--- src/inc/gpgh_consts.vh ---
// Register offsets, field positions and reset values of the two-port GPIO.
`ifndef GPGH_CONSTS_VH
`define GPGH_CONSTS_VH

// ============================================================
// Register word offsets (byte addresses)
`define GPGH_OFF_SMALL_PINS   8'h00
`define GPGH_OFF_SMALL_LATCH  8'h04
`define GPGH_OFF_SMALL_DIR    8'h08
`define GPGH_OFF_WIDE_PINS    8'h0c
`define GPGH_OFF_WIDE_LATCH   8'h10
`define GPGH_OFF_WIDE_DIR     8'h14
`define GPGH_OFF_ANALOG_CFG   8'h18
`define GPGH_OFF_MEM_CTRL     8'h1c

// ============================================================
// Reset values
`define GPGH_RST_SMALL_DIR    5'h1f
`define GPGH_RST_WIDE_DIR     8'hff
`define GPGH_RST_LATCH        8'h00
`define GPGH_RST_SMALL_LATCH  5'h00
`define GPGH_RST_ANALOG_CFG   6'h00
`define GPGH_RST_MEM_CTRL     8'h00

// ============================================================
// Field positions and codes
`define GPGH_PCFG_MSB         3
`define GPGH_PCFG_LSB         0
`define GPGH_PCFG_ALL_DIGITAL 4'hf
`define GPGH_MEM_BUS_OFF_BIT  7
`define GPGH_MEM_CTRL_MASK    8'hb3

`endif

--- src/hw/gpgh_port.v ---
// Five-bit and eight-bit GPIO ports with peripheral and memory-bus muxing.
`timescale 1ns/1ps
`include "gpgh_consts.vh"

module gpgh_port
#(
    parameter SMALL_W = 5,
    parameter WIDE_W  = 8
)
(
    input  wire                clk_i,
    input  wire                rst_i,
    input  wire                cyc_i,
    input  wire                stb_i,
    input  wire                we_i,
    input  wire [7:0]          adr_i,
    input  wire [3:0]          sel_i,
    input  wire [31:0]         dat_i,
    output wire [31:0]         dat_o,
    output wire                ack_o,
    input  wire [SMALL_W-1:0]  small_pin_i,
    output wire [SMALL_W-1:0]  small_pin_o,
    output wire [SMALL_W-1:0]  small_pin_oe_n_o,
    input  wire [WIDE_W-1:0]   wide_pin_i,
    output wire [WIDE_W-1:0]   wide_pin_o,
    output wire [WIDE_W-1:0]   wide_pin_oe_n_o,
    input  wire [SMALL_W-1:0]  periph_force_out_i,
    input  wire [SMALL_W-1:0]  periph_force_in_i,
    input  wire [SMALL_W-1:0]  periph_dout_i,
    output wire [SMALL_W-1:0]  periph_din_o,
    input  wire [3:0]          ext_address_high_bits_i,
    output wire [3:0]          analog_inputs_upper_o,
    output wire [3:0]          analog_cfg_pcfg_o,
    output wire                ext_bus_enabled_o
);

// ============================================================
// Register select codes
localparam [3:0] SEL_SMALL_PINS  = 4'h0;
localparam [3:0] SEL_SMALL_LATCH = 4'h1;
localparam [3:0] SEL_SMALL_DIR   = 4'h2;
localparam [3:0] SEL_WIDE_PINS   = 4'h3;
localparam [3:0] SEL_WIDE_LATCH  = 4'h4;
localparam [3:0] SEL_WIDE_DIR    = 4'h5;
localparam [3:0] SEL_ANALOG_CFG  = 4'h6;
localparam [3:0] SEL_MEM_CTRL    = 4'h7;
localparam [3:0] SEL_NONE        = 4'hf;

// ============================================================
// Registers
reg  [SMALL_W-1:0] small_dir_ff;
reg  [SMALL_W-1:0] small_latch_ff;
reg  [WIDE_W-1:0]  wide_dir_ff;
reg  [WIDE_W-1:0]  wide_latch_ff;
reg  [5:0]         analog_cfg_ff;
reg  [7:0]         mem_ctrl_ff;
reg  [SMALL_W-1:0] small_meta_ff;
reg  [SMALL_W-1:0] small_sync_ff;
reg  [WIDE_W-1:0]  wide_meta_ff;
reg  [WIDE_W-1:0]  wide_sync_ff;
reg                ack_ff;
reg  [31:0]        rdata_ff;
reg  [31:0]        nxt_rdata;
reg  [SMALL_W-1:0] nxt_small_dir;
reg  [SMALL_W-1:0] nxt_small_latch;
reg  [WIDE_W-1:0]  nxt_wide_dir;
reg  [WIDE_W-1:0]  nxt_wide_latch;
reg  [5:0]         nxt_analog_cfg;
reg  [7:0]         nxt_mem_ctrl;
wire               nxt_ack;

wire               req_new;
wire [3:0]         reg_sel;
wire               wr_go;
wire [3:0]         pcfg;
wire               upper_analog;
wire               lower_bus;
wire [SMALL_W-1:0] small_drive;
wire [WIDE_W-1:0]  wide_drive;
wire [WIDE_W-1:0]  wide_out;
wire [WIDE_W-1:0]  wide_read;

// ============================================================
// Address decode
// Read and write share one decode; a write to either pins offset
// lands in that port's latch, and mem_ctrl_ff keeps only the bits set in 8'hb3.
function [3:0] reg_index;
    input [7:0] adr;
    begin
        case (adr & 8'hfc)
            `GPGH_OFF_SMALL_PINS:  reg_index = SEL_SMALL_PINS;
            `GPGH_OFF_SMALL_LATCH: reg_index = SEL_SMALL_LATCH;
            `GPGH_OFF_SMALL_DIR:   reg_index = SEL_SMALL_DIR;
            `GPGH_OFF_WIDE_PINS:   reg_index = SEL_WIDE_PINS;
            `GPGH_OFF_WIDE_LATCH:  reg_index = SEL_WIDE_LATCH;
            `GPGH_OFF_WIDE_DIR:    reg_index = SEL_WIDE_DIR;
            `GPGH_OFF_ANALOG_CFG:  reg_index = SEL_ANALOG_CFG;
            `GPGH_OFF_MEM_CTRL:    reg_index = SEL_MEM_CTRL;
            default:               reg_index = SEL_NONE;
        endcase
    end
endfunction

// ============================================================
// Pin synchronisers
// Pins are asynchronous to clk_i, so two flops precede any reader.
always @(posedge clk_i)
begin
    if (rst_i)
    begin
        small_meta_ff <= {SMALL_W{1'b0}};
        small_sync_ff <= {SMALL_W{1'b0}};
        wide_meta_ff  <= {WIDE_W{1'b0}};
        wide_sync_ff  <= {WIDE_W{1'b0}};
    end
    else
    begin
        small_meta_ff <= small_pin_i;
        small_sync_ff <= small_meta_ff;
        wide_meta_ff  <= wide_pin_i;
        wide_sync_ff  <= wide_meta_ff;
    end
end

// ============================================================
// Pin function selection
assign pcfg         = analog_cfg_ff[`GPGH_PCFG_MSB:`GPGH_PCFG_LSB];
assign upper_analog = (pcfg != `GPGH_PCFG_ALL_DIGITAL);
assign lower_bus    = ~mem_ctrl_ff[`GPGH_MEM_BUS_OFF_BIT];

// Overrides are applied here only, never into small_dir_ff.
// Forcing to input wins over forcing to output if both are asserted.
assign small_drive = (~small_dir_ff | periph_force_out_i)
                     & ~periph_force_in_i;
assign small_pin_o = (small_latch_ff & ~periph_force_out_i)
                     | (periph_dout_i & periph_force_out_i);
assign small_pin_oe_n_o = ~small_drive;
assign periph_din_o     = small_sync_ff;

// Upper pins in analog mode never drive and read as zero.
assign wide_drive[7:4] = upper_analog ? 4'h0 : ~wide_dir_ff[7:4];
assign wide_drive[3:0] = lower_bus ? 4'hf : ~wide_dir_ff[3:0];
assign wide_out[7:4]   = wide_latch_ff[7:4];
assign wide_out[3:0]   = lower_bus ? ext_address_high_bits_i
                                   : wide_latch_ff[3:0];
assign wide_pin_o      = wide_out;
assign wide_pin_oe_n_o = ~wide_drive;
assign wide_read[7:4]  = upper_analog ? 4'h0 : wide_sync_ff[7:4];
assign wide_read[3:0]  = wide_sync_ff[3:0];
assign analog_inputs_upper_o = upper_analog ? wide_sync_ff[7:4] : 4'h0;
assign analog_cfg_pcfg_o     = pcfg;
assign ext_bus_enabled_o     = lower_bus;

// ============================================================
// Wishbone slave
// Ack comes one cycle after the strobe; writes land at the ack edge.
assign req_new = cyc_i & stb_i & ~ack_ff;
assign nxt_ack = req_new;
assign reg_sel = reg_index(adr_i);
assign wr_go   = cyc_i & stb_i & we_i & ack_ff & sel_i[0];
assign ack_o   = ack_ff;
assign dat_o   = rdata_ff;

// Read data is captured at the request edge, so a pin change that
// lands during the ack cycle shows up only in the next read.
always @*
begin
    nxt_rdata = 32'h0000_0000;
    case (reg_sel)
        SEL_SMALL_PINS:
        begin
            nxt_rdata[SMALL_W-1:0] = small_sync_ff;
        end
        SEL_SMALL_LATCH:
        begin
            nxt_rdata[SMALL_W-1:0] = small_latch_ff;
        end
        SEL_SMALL_DIR:
        begin
            nxt_rdata[SMALL_W-1:0] = small_dir_ff;
        end
        SEL_WIDE_PINS:
        begin
            nxt_rdata[WIDE_W-1:0] = wide_read;
        end
        SEL_WIDE_LATCH:
        begin
            nxt_rdata[WIDE_W-1:0] = wide_latch_ff;
        end
        SEL_WIDE_DIR:
        begin
            nxt_rdata[WIDE_W-1:0] = wide_dir_ff;
        end
        SEL_ANALOG_CFG:
        begin
            nxt_rdata[5:0] = analog_cfg_ff;
        end
        SEL_MEM_CTRL:
        begin
            nxt_rdata[7:0] = mem_ctrl_ff;
        end
        default:
        begin
            nxt_rdata = 32'h0000_0000;
        end
    endcase
end

always @(posedge clk_i)
begin
    if (rst_i)
    begin
        ack_ff   <= 1'b0;
        rdata_ff <= 32'h0000_0000;
    end
    else
    begin
        ack_ff <= nxt_ack;
        if (req_new)
        begin
            rdata_ff <= nxt_rdata;
        end
    end
end

// ============================================================
// Register next values
// Only software writes reach the direction registers; peripheral
// overrides act on the pin drivers alone.
always @*
begin
    nxt_small_dir   = small_dir_ff;
    nxt_small_latch = small_latch_ff;
    nxt_wide_dir    = wide_dir_ff;
    nxt_wide_latch  = wide_latch_ff;
    nxt_analog_cfg  = analog_cfg_ff;
    nxt_mem_ctrl    = mem_ctrl_ff;
    if (wr_go)
    begin
        case (reg_sel)
            SEL_SMALL_PINS,
            SEL_SMALL_LATCH:
            begin
                nxt_small_latch = dat_i[SMALL_W-1:0];
            end
            SEL_SMALL_DIR:
            begin
                nxt_small_dir = dat_i[SMALL_W-1:0];
            end
            SEL_WIDE_PINS,
            SEL_WIDE_LATCH:
            begin
                nxt_wide_latch = dat_i[WIDE_W-1:0];
            end
            SEL_WIDE_DIR:
            begin
                nxt_wide_dir = dat_i[WIDE_W-1:0];
            end
            SEL_ANALOG_CFG:
            begin
                nxt_analog_cfg = dat_i[5:0];
            end
            SEL_MEM_CTRL:
            begin
                nxt_mem_ctrl = dat_i[7:0] & `GPGH_MEM_CTRL_MASK;
            end
            default:
            begin
                nxt_mem_ctrl = mem_ctrl_ff;
            end
        endcase
    end
end

// ============================================================
// Register state
always @(posedge clk_i)
begin
    if (rst_i)
    begin
        small_dir_ff   <= `GPGH_RST_SMALL_DIR;
        small_latch_ff <= `GPGH_RST_SMALL_LATCH;
        wide_dir_ff    <= `GPGH_RST_WIDE_DIR;
        wide_latch_ff  <= `GPGH_RST_LATCH;
        analog_cfg_ff  <= `GPGH_RST_ANALOG_CFG;
        mem_ctrl_ff    <= `GPGH_RST_MEM_CTRL;
    end
    else
    begin
        small_dir_ff   <= nxt_small_dir;
        small_latch_ff <= nxt_small_latch;
        wide_dir_ff    <= nxt_wide_dir;
        wide_latch_ff  <= nxt_wide_latch;
        analog_cfg_ff  <= nxt_analog_cfg;
        mem_ctrl_ff    <= nxt_mem_ctrl;
    end
end

endmodule

--- config.mk ---
export PLATFORM = sky130hd
export DESIGN_NAME = gpgh_port
export DESIGN_NICKNAME = d
export VERILOG_FILES = /design/src/hw/gpgh_port.v
export VERILOG_INCLUDE_DIRS = /design/src /design/src/inc
export SDC_FILE = /design/constraint.sdc
export NUM_CORES = 1
export LEC_CHECK = 0
export ABC_AREA = 1
export BUFFER_PORTS_ARGS = -buffer_cell sky130_fd_sc_hd__buf_2
export CAP_MARGIN = 25
export CORE_MARGIN = 10
export CORE_UTILIZATION = 45
export CTS_CLUSTER_DIAMETER = 60
export DETAILED_ROUTE_END_ITERATION = 8
export PLACE_DENSITY = 0.89
export SYNTH_ARGS = -nofsm -noshare
export SYNTH_HDL_FRONTEND = slang
export SYNTH_SLANG_ARGS = --single-unit
export TNS_END_PERCENT = 50
--- constraint.sdc ---
create_clock -name clk_i -period 1.8 [get_ports clk_i]
set_clock_uncertainty 0.05 [all_clocks]
set_input_delay 0.36 -clock clk_i [delete_from_list [all_inputs] [get_ports clk_i]]
set_output_delay 0.36 -clock clk_i [all_outputs]
set_load 0.05 [all_outputs]
==> flow_summary.toml <==
[run_status]
status = "finished clean"

[yosys]
synth.cell_area_um2 = 3339
synth_edf_count = 0
synth_top_cell_area_share = 0.4316
seq_area_frac_synth = 0.4316
async_flop_share = 0
syn-instance-count = 482
ys.warnings.count = 0
synth_area_leaders = "dfxtp_1 43%, nand2_1 12%, nor2_1 9.0%"
synth_ff_type = "dfxtp_1"
ys_seq_elements = 72
syn_avg_cell_area_um2 = 6.928
yosysTopAreaCell = "dfxtp_1"
yosysUniqueCellTypes = 24

[sta]
setup_viol = 0
maxSlewViolCount = 0
setup_ws_ns = 0.04467
hold_violations = 0
rsz0062_at_grt = "true"
whs_ns = 0.1604
min_period_ns = 1.755
fmax_mhz = 569.7
min_period_over_period = 0.9752

[setup_path]
startpoint_type = "register"
reg2reg_to = "small_latch_ff[1]$_SDFFE_PP0P_"
crit_arrival_ns = 1.35
cp_top_family = "simple AND/OR/NAND/NOR gates"
crit_slowest_cell = "dfxtp_2"
reg2reg_setup_slack_ns = 0.27
end_kind = "output port"
critPathBufInv = 2
path_class = "reg2out"
critPathMaxFanout = 5
r2r_start = "ack_o$_SDFF_PP0_"
cp_slowest_stage_delay_ns = 0.33
critPathRequiredTime_ns = 1.39
path_cells = "nand4_1, buf_6, or2_4, buf_8"
reg2reg_depth = 5

[worst_hold_path]
min_to = "small_meta_ff[4]$_SDFF_PP0_"
hp-class = "in2reg"
whs_path_depth = 3
hp-start = "small_pin_i[4]"

[drt]
postRouteAntennaNets = 0
viasPerCell = 4.711
wl_mm = 9.443
drc = 0
num_vias = 3265
drt_iter0_drc = 152
avgRoutedWirePerCell_um = 13.63
dr.pass1.iters = 4

[clock_network]
clk_path_buf_depth = 2
cts.clk_slew.worst_paths_ns = 0.07
cts_tree = "built"
cts_htree_levels = 3
clk_latency_ns = 0.35
cts-root-buf = "clkbuf_8"
cts_made_buffers = 9
cts.sinks = 72

[global_route]
grt-ovfl-total = 0
antenna_found_initial = 0
grt_pass1_wl_mm = 15.07
grt_pass1_vias = 3280
globalRouteTotalUtil = 0.1634
grt_max_degree = 38

[placement]
dp_slack_ns = 0.06940
port-buffer-count = 100
gp_congestion = 0.8865
dp_hpwl_mm = 7.358

[floorplan]
start_util = 0.4604
chipHeight_um = 106.1
dieArea_um2 = 11270
fp.dieW_um = 106.1
top_level_ports = 154
rows = 31
core_um2 = 7253

[power_and_ir_drop]
power_density_nw_per_um2 = 854.9
peakVddDrop_v = 0.0006476
p_leak_nw = 2.200

[cells_and_area]
fin_nets = 670
antennaDiodeCount = 0
final_layout_size_suffix_gt1_frac = 0.2744
area_growth_syn_to_layout_pct = 26.08
final_util = 0.5805

[run]
maxCapViolations = 0
[cell families after synthesis]
family | count (synthesis) | synth area share
flip-flops | 72 | 0.4316
AO/OA/AOI/OAI | 60 | 0.1000
other | 1 | 0.001123
buffers and inverters | 109 | 0.1622
AND/OR/NAND/NOR | 240 | 0.3050
[where the power goes]
| part | total [mW] | switching, mW | internal (mW) |
|---|---|---|---|
| logic | 0.439 | 0.338 | 0.102 |
| registers | 1.63 | 0.0115 | 1.62 |
| clock network | 1.53 | 0.606 | 0.922 |
[layout by cell type, fill, tap and decap left out, types with 2 or more instances in the layout]
| master | instances |
|---|---|
| buf_6 | 3 |
| or2_4 | 3 |
| nor2_1 | 80 |
| o21ai_0 | 29 |
| nor2_2 | 6 |
| inv_1 | 55 |
| o211ai_1 | 7 |
| o21ai_1 | 2 |
| a21oi_1 | 16 |
| conb_1 | 24 |
| clkinv_1 | 3 |
| buf_2 | 91 |
| bufinv_16 | 3 |
| buf_8 | 3 |
| dfxtp_2 | 5 |
| nand3_1 | 31 |
| dfxtp_1 | 67 |
| inv_2 | 6 |
| clkbuf_8 | 9 |
| buf_4 | 18 |
| nand2_1 | 109 |
| nand2_2 | 3 |
| nand4_1 | 2 |
| nor3_4 | 2 |
| clkinvlp_4 | 2 |
| o21bai_1 | 5 |
| nand3_2 | 2 |
[repair_timing]
| item | CTS | global route |
|---|---|---|
| setup buffers | 5 | 1 |
| hold buffers | 0 | 0 |
| setup endpoints to repair | 12 | 9 |
| gates resized for setup | 13 | 20 |
| pin swaps | 1 | 1 |
[worst max-delay path by stage]
stage	cells past startpoint	slack, ns	from	to
4_1_cts	4	0.004	analog_cfg_ff[3]$_SDFFE_PP0P_	wide_pin_oe_n_o[6]
5_1_grt	4	-0.04	analog_cfg_ff[2]$_SDFFE_PP0P_	wide_pin_oe_n_o[5]
6_report	4	0.04	analog_cfg_ff[2]$_SDFFE_PP0P_	wide_pin_oe_n_o[5]
3_3_place_gp	11	0.13	adr_i[6]	dat_o[1]$_SDFFE_PP0P_
2_1_floorplan	1	-0.07	periph_force_out_i[2]	small_pin_o[2]
3_5_place_dp	10	0.07	adr_i[6]	dat_o[1]$_SDFFE_PP0P_
[cells in the mapped netlist (3+ instances only)]
| cell type | number |
|---|---|
| o211ai_1 | 7 |
| inv_2 | 6 |
| clkinv_1 | 3 |
| nand2_1 | 110 |
| nor2_2 | 6 |
| inv_1 | 56 |
| nor2_1 | 80 |
| or2_2 | 3 |
| clkbuf_1 | 8 |
| dfxtp_1 | 72 |
| o21bai_1 | 5 |
| nand3_1 | 31 |
| buf_4 | 35 |
| a21oi_1 | 16 |
| o21ai_0 | 31 |
[per-stage QoR]
step           power [mW]  std cells  TNS (ns)  cell area [µm²]
5_1_grt             3.734        693   -0.1208             4210
2_1_floorplan       2.014        505   -0.1990             3426
3_5_place_dp        2.102        671         0             3847
4_1_cts             3.612        692         0             4155
3_3_place_gp        2.093        671         0             3847
6_report            3.599        693         0             4210
[registers in the layout (all words and copies together), names as in the netlist, 6 cells and up]
signal         count
analog_cfg_ff      6
wide_dir_ff        8
wide_meta_ff       8
wide_sync_ff       8
dat_o              8
wide_latch_ff      8
[worst min-delay path, delay by kind of cell]
family / cells / cell delay [ns]
buf+inv: 2 / 0.10
simple gates: 1 / 0.06
[routing by layer]
layer  wire length [µm]  track usage  vias to the layer above
li1                   -            -                     1648
met1               3711       0.1731                     1456
met2               4653       0.2822                      145
met3                917      0.07307                       16
met4                160      0.05706                        0
met5                  0            0                        -
[final cells by class]
cell class | count | area (µm²)
Tap cell | 99 | 123.9
Clock buffer | 9 | 123.9
Timing Repair Buffer | 117 | 696.9
Sequential cell | 72 | 1448
Clock inverter | 7 | 118.9
Multi-Input combinational cell | 324 | 1453
Inverter | 65 | 246.5
Fill cell | 667 | 3043
No activity file was read; power rests on OpenSTA's default activity.
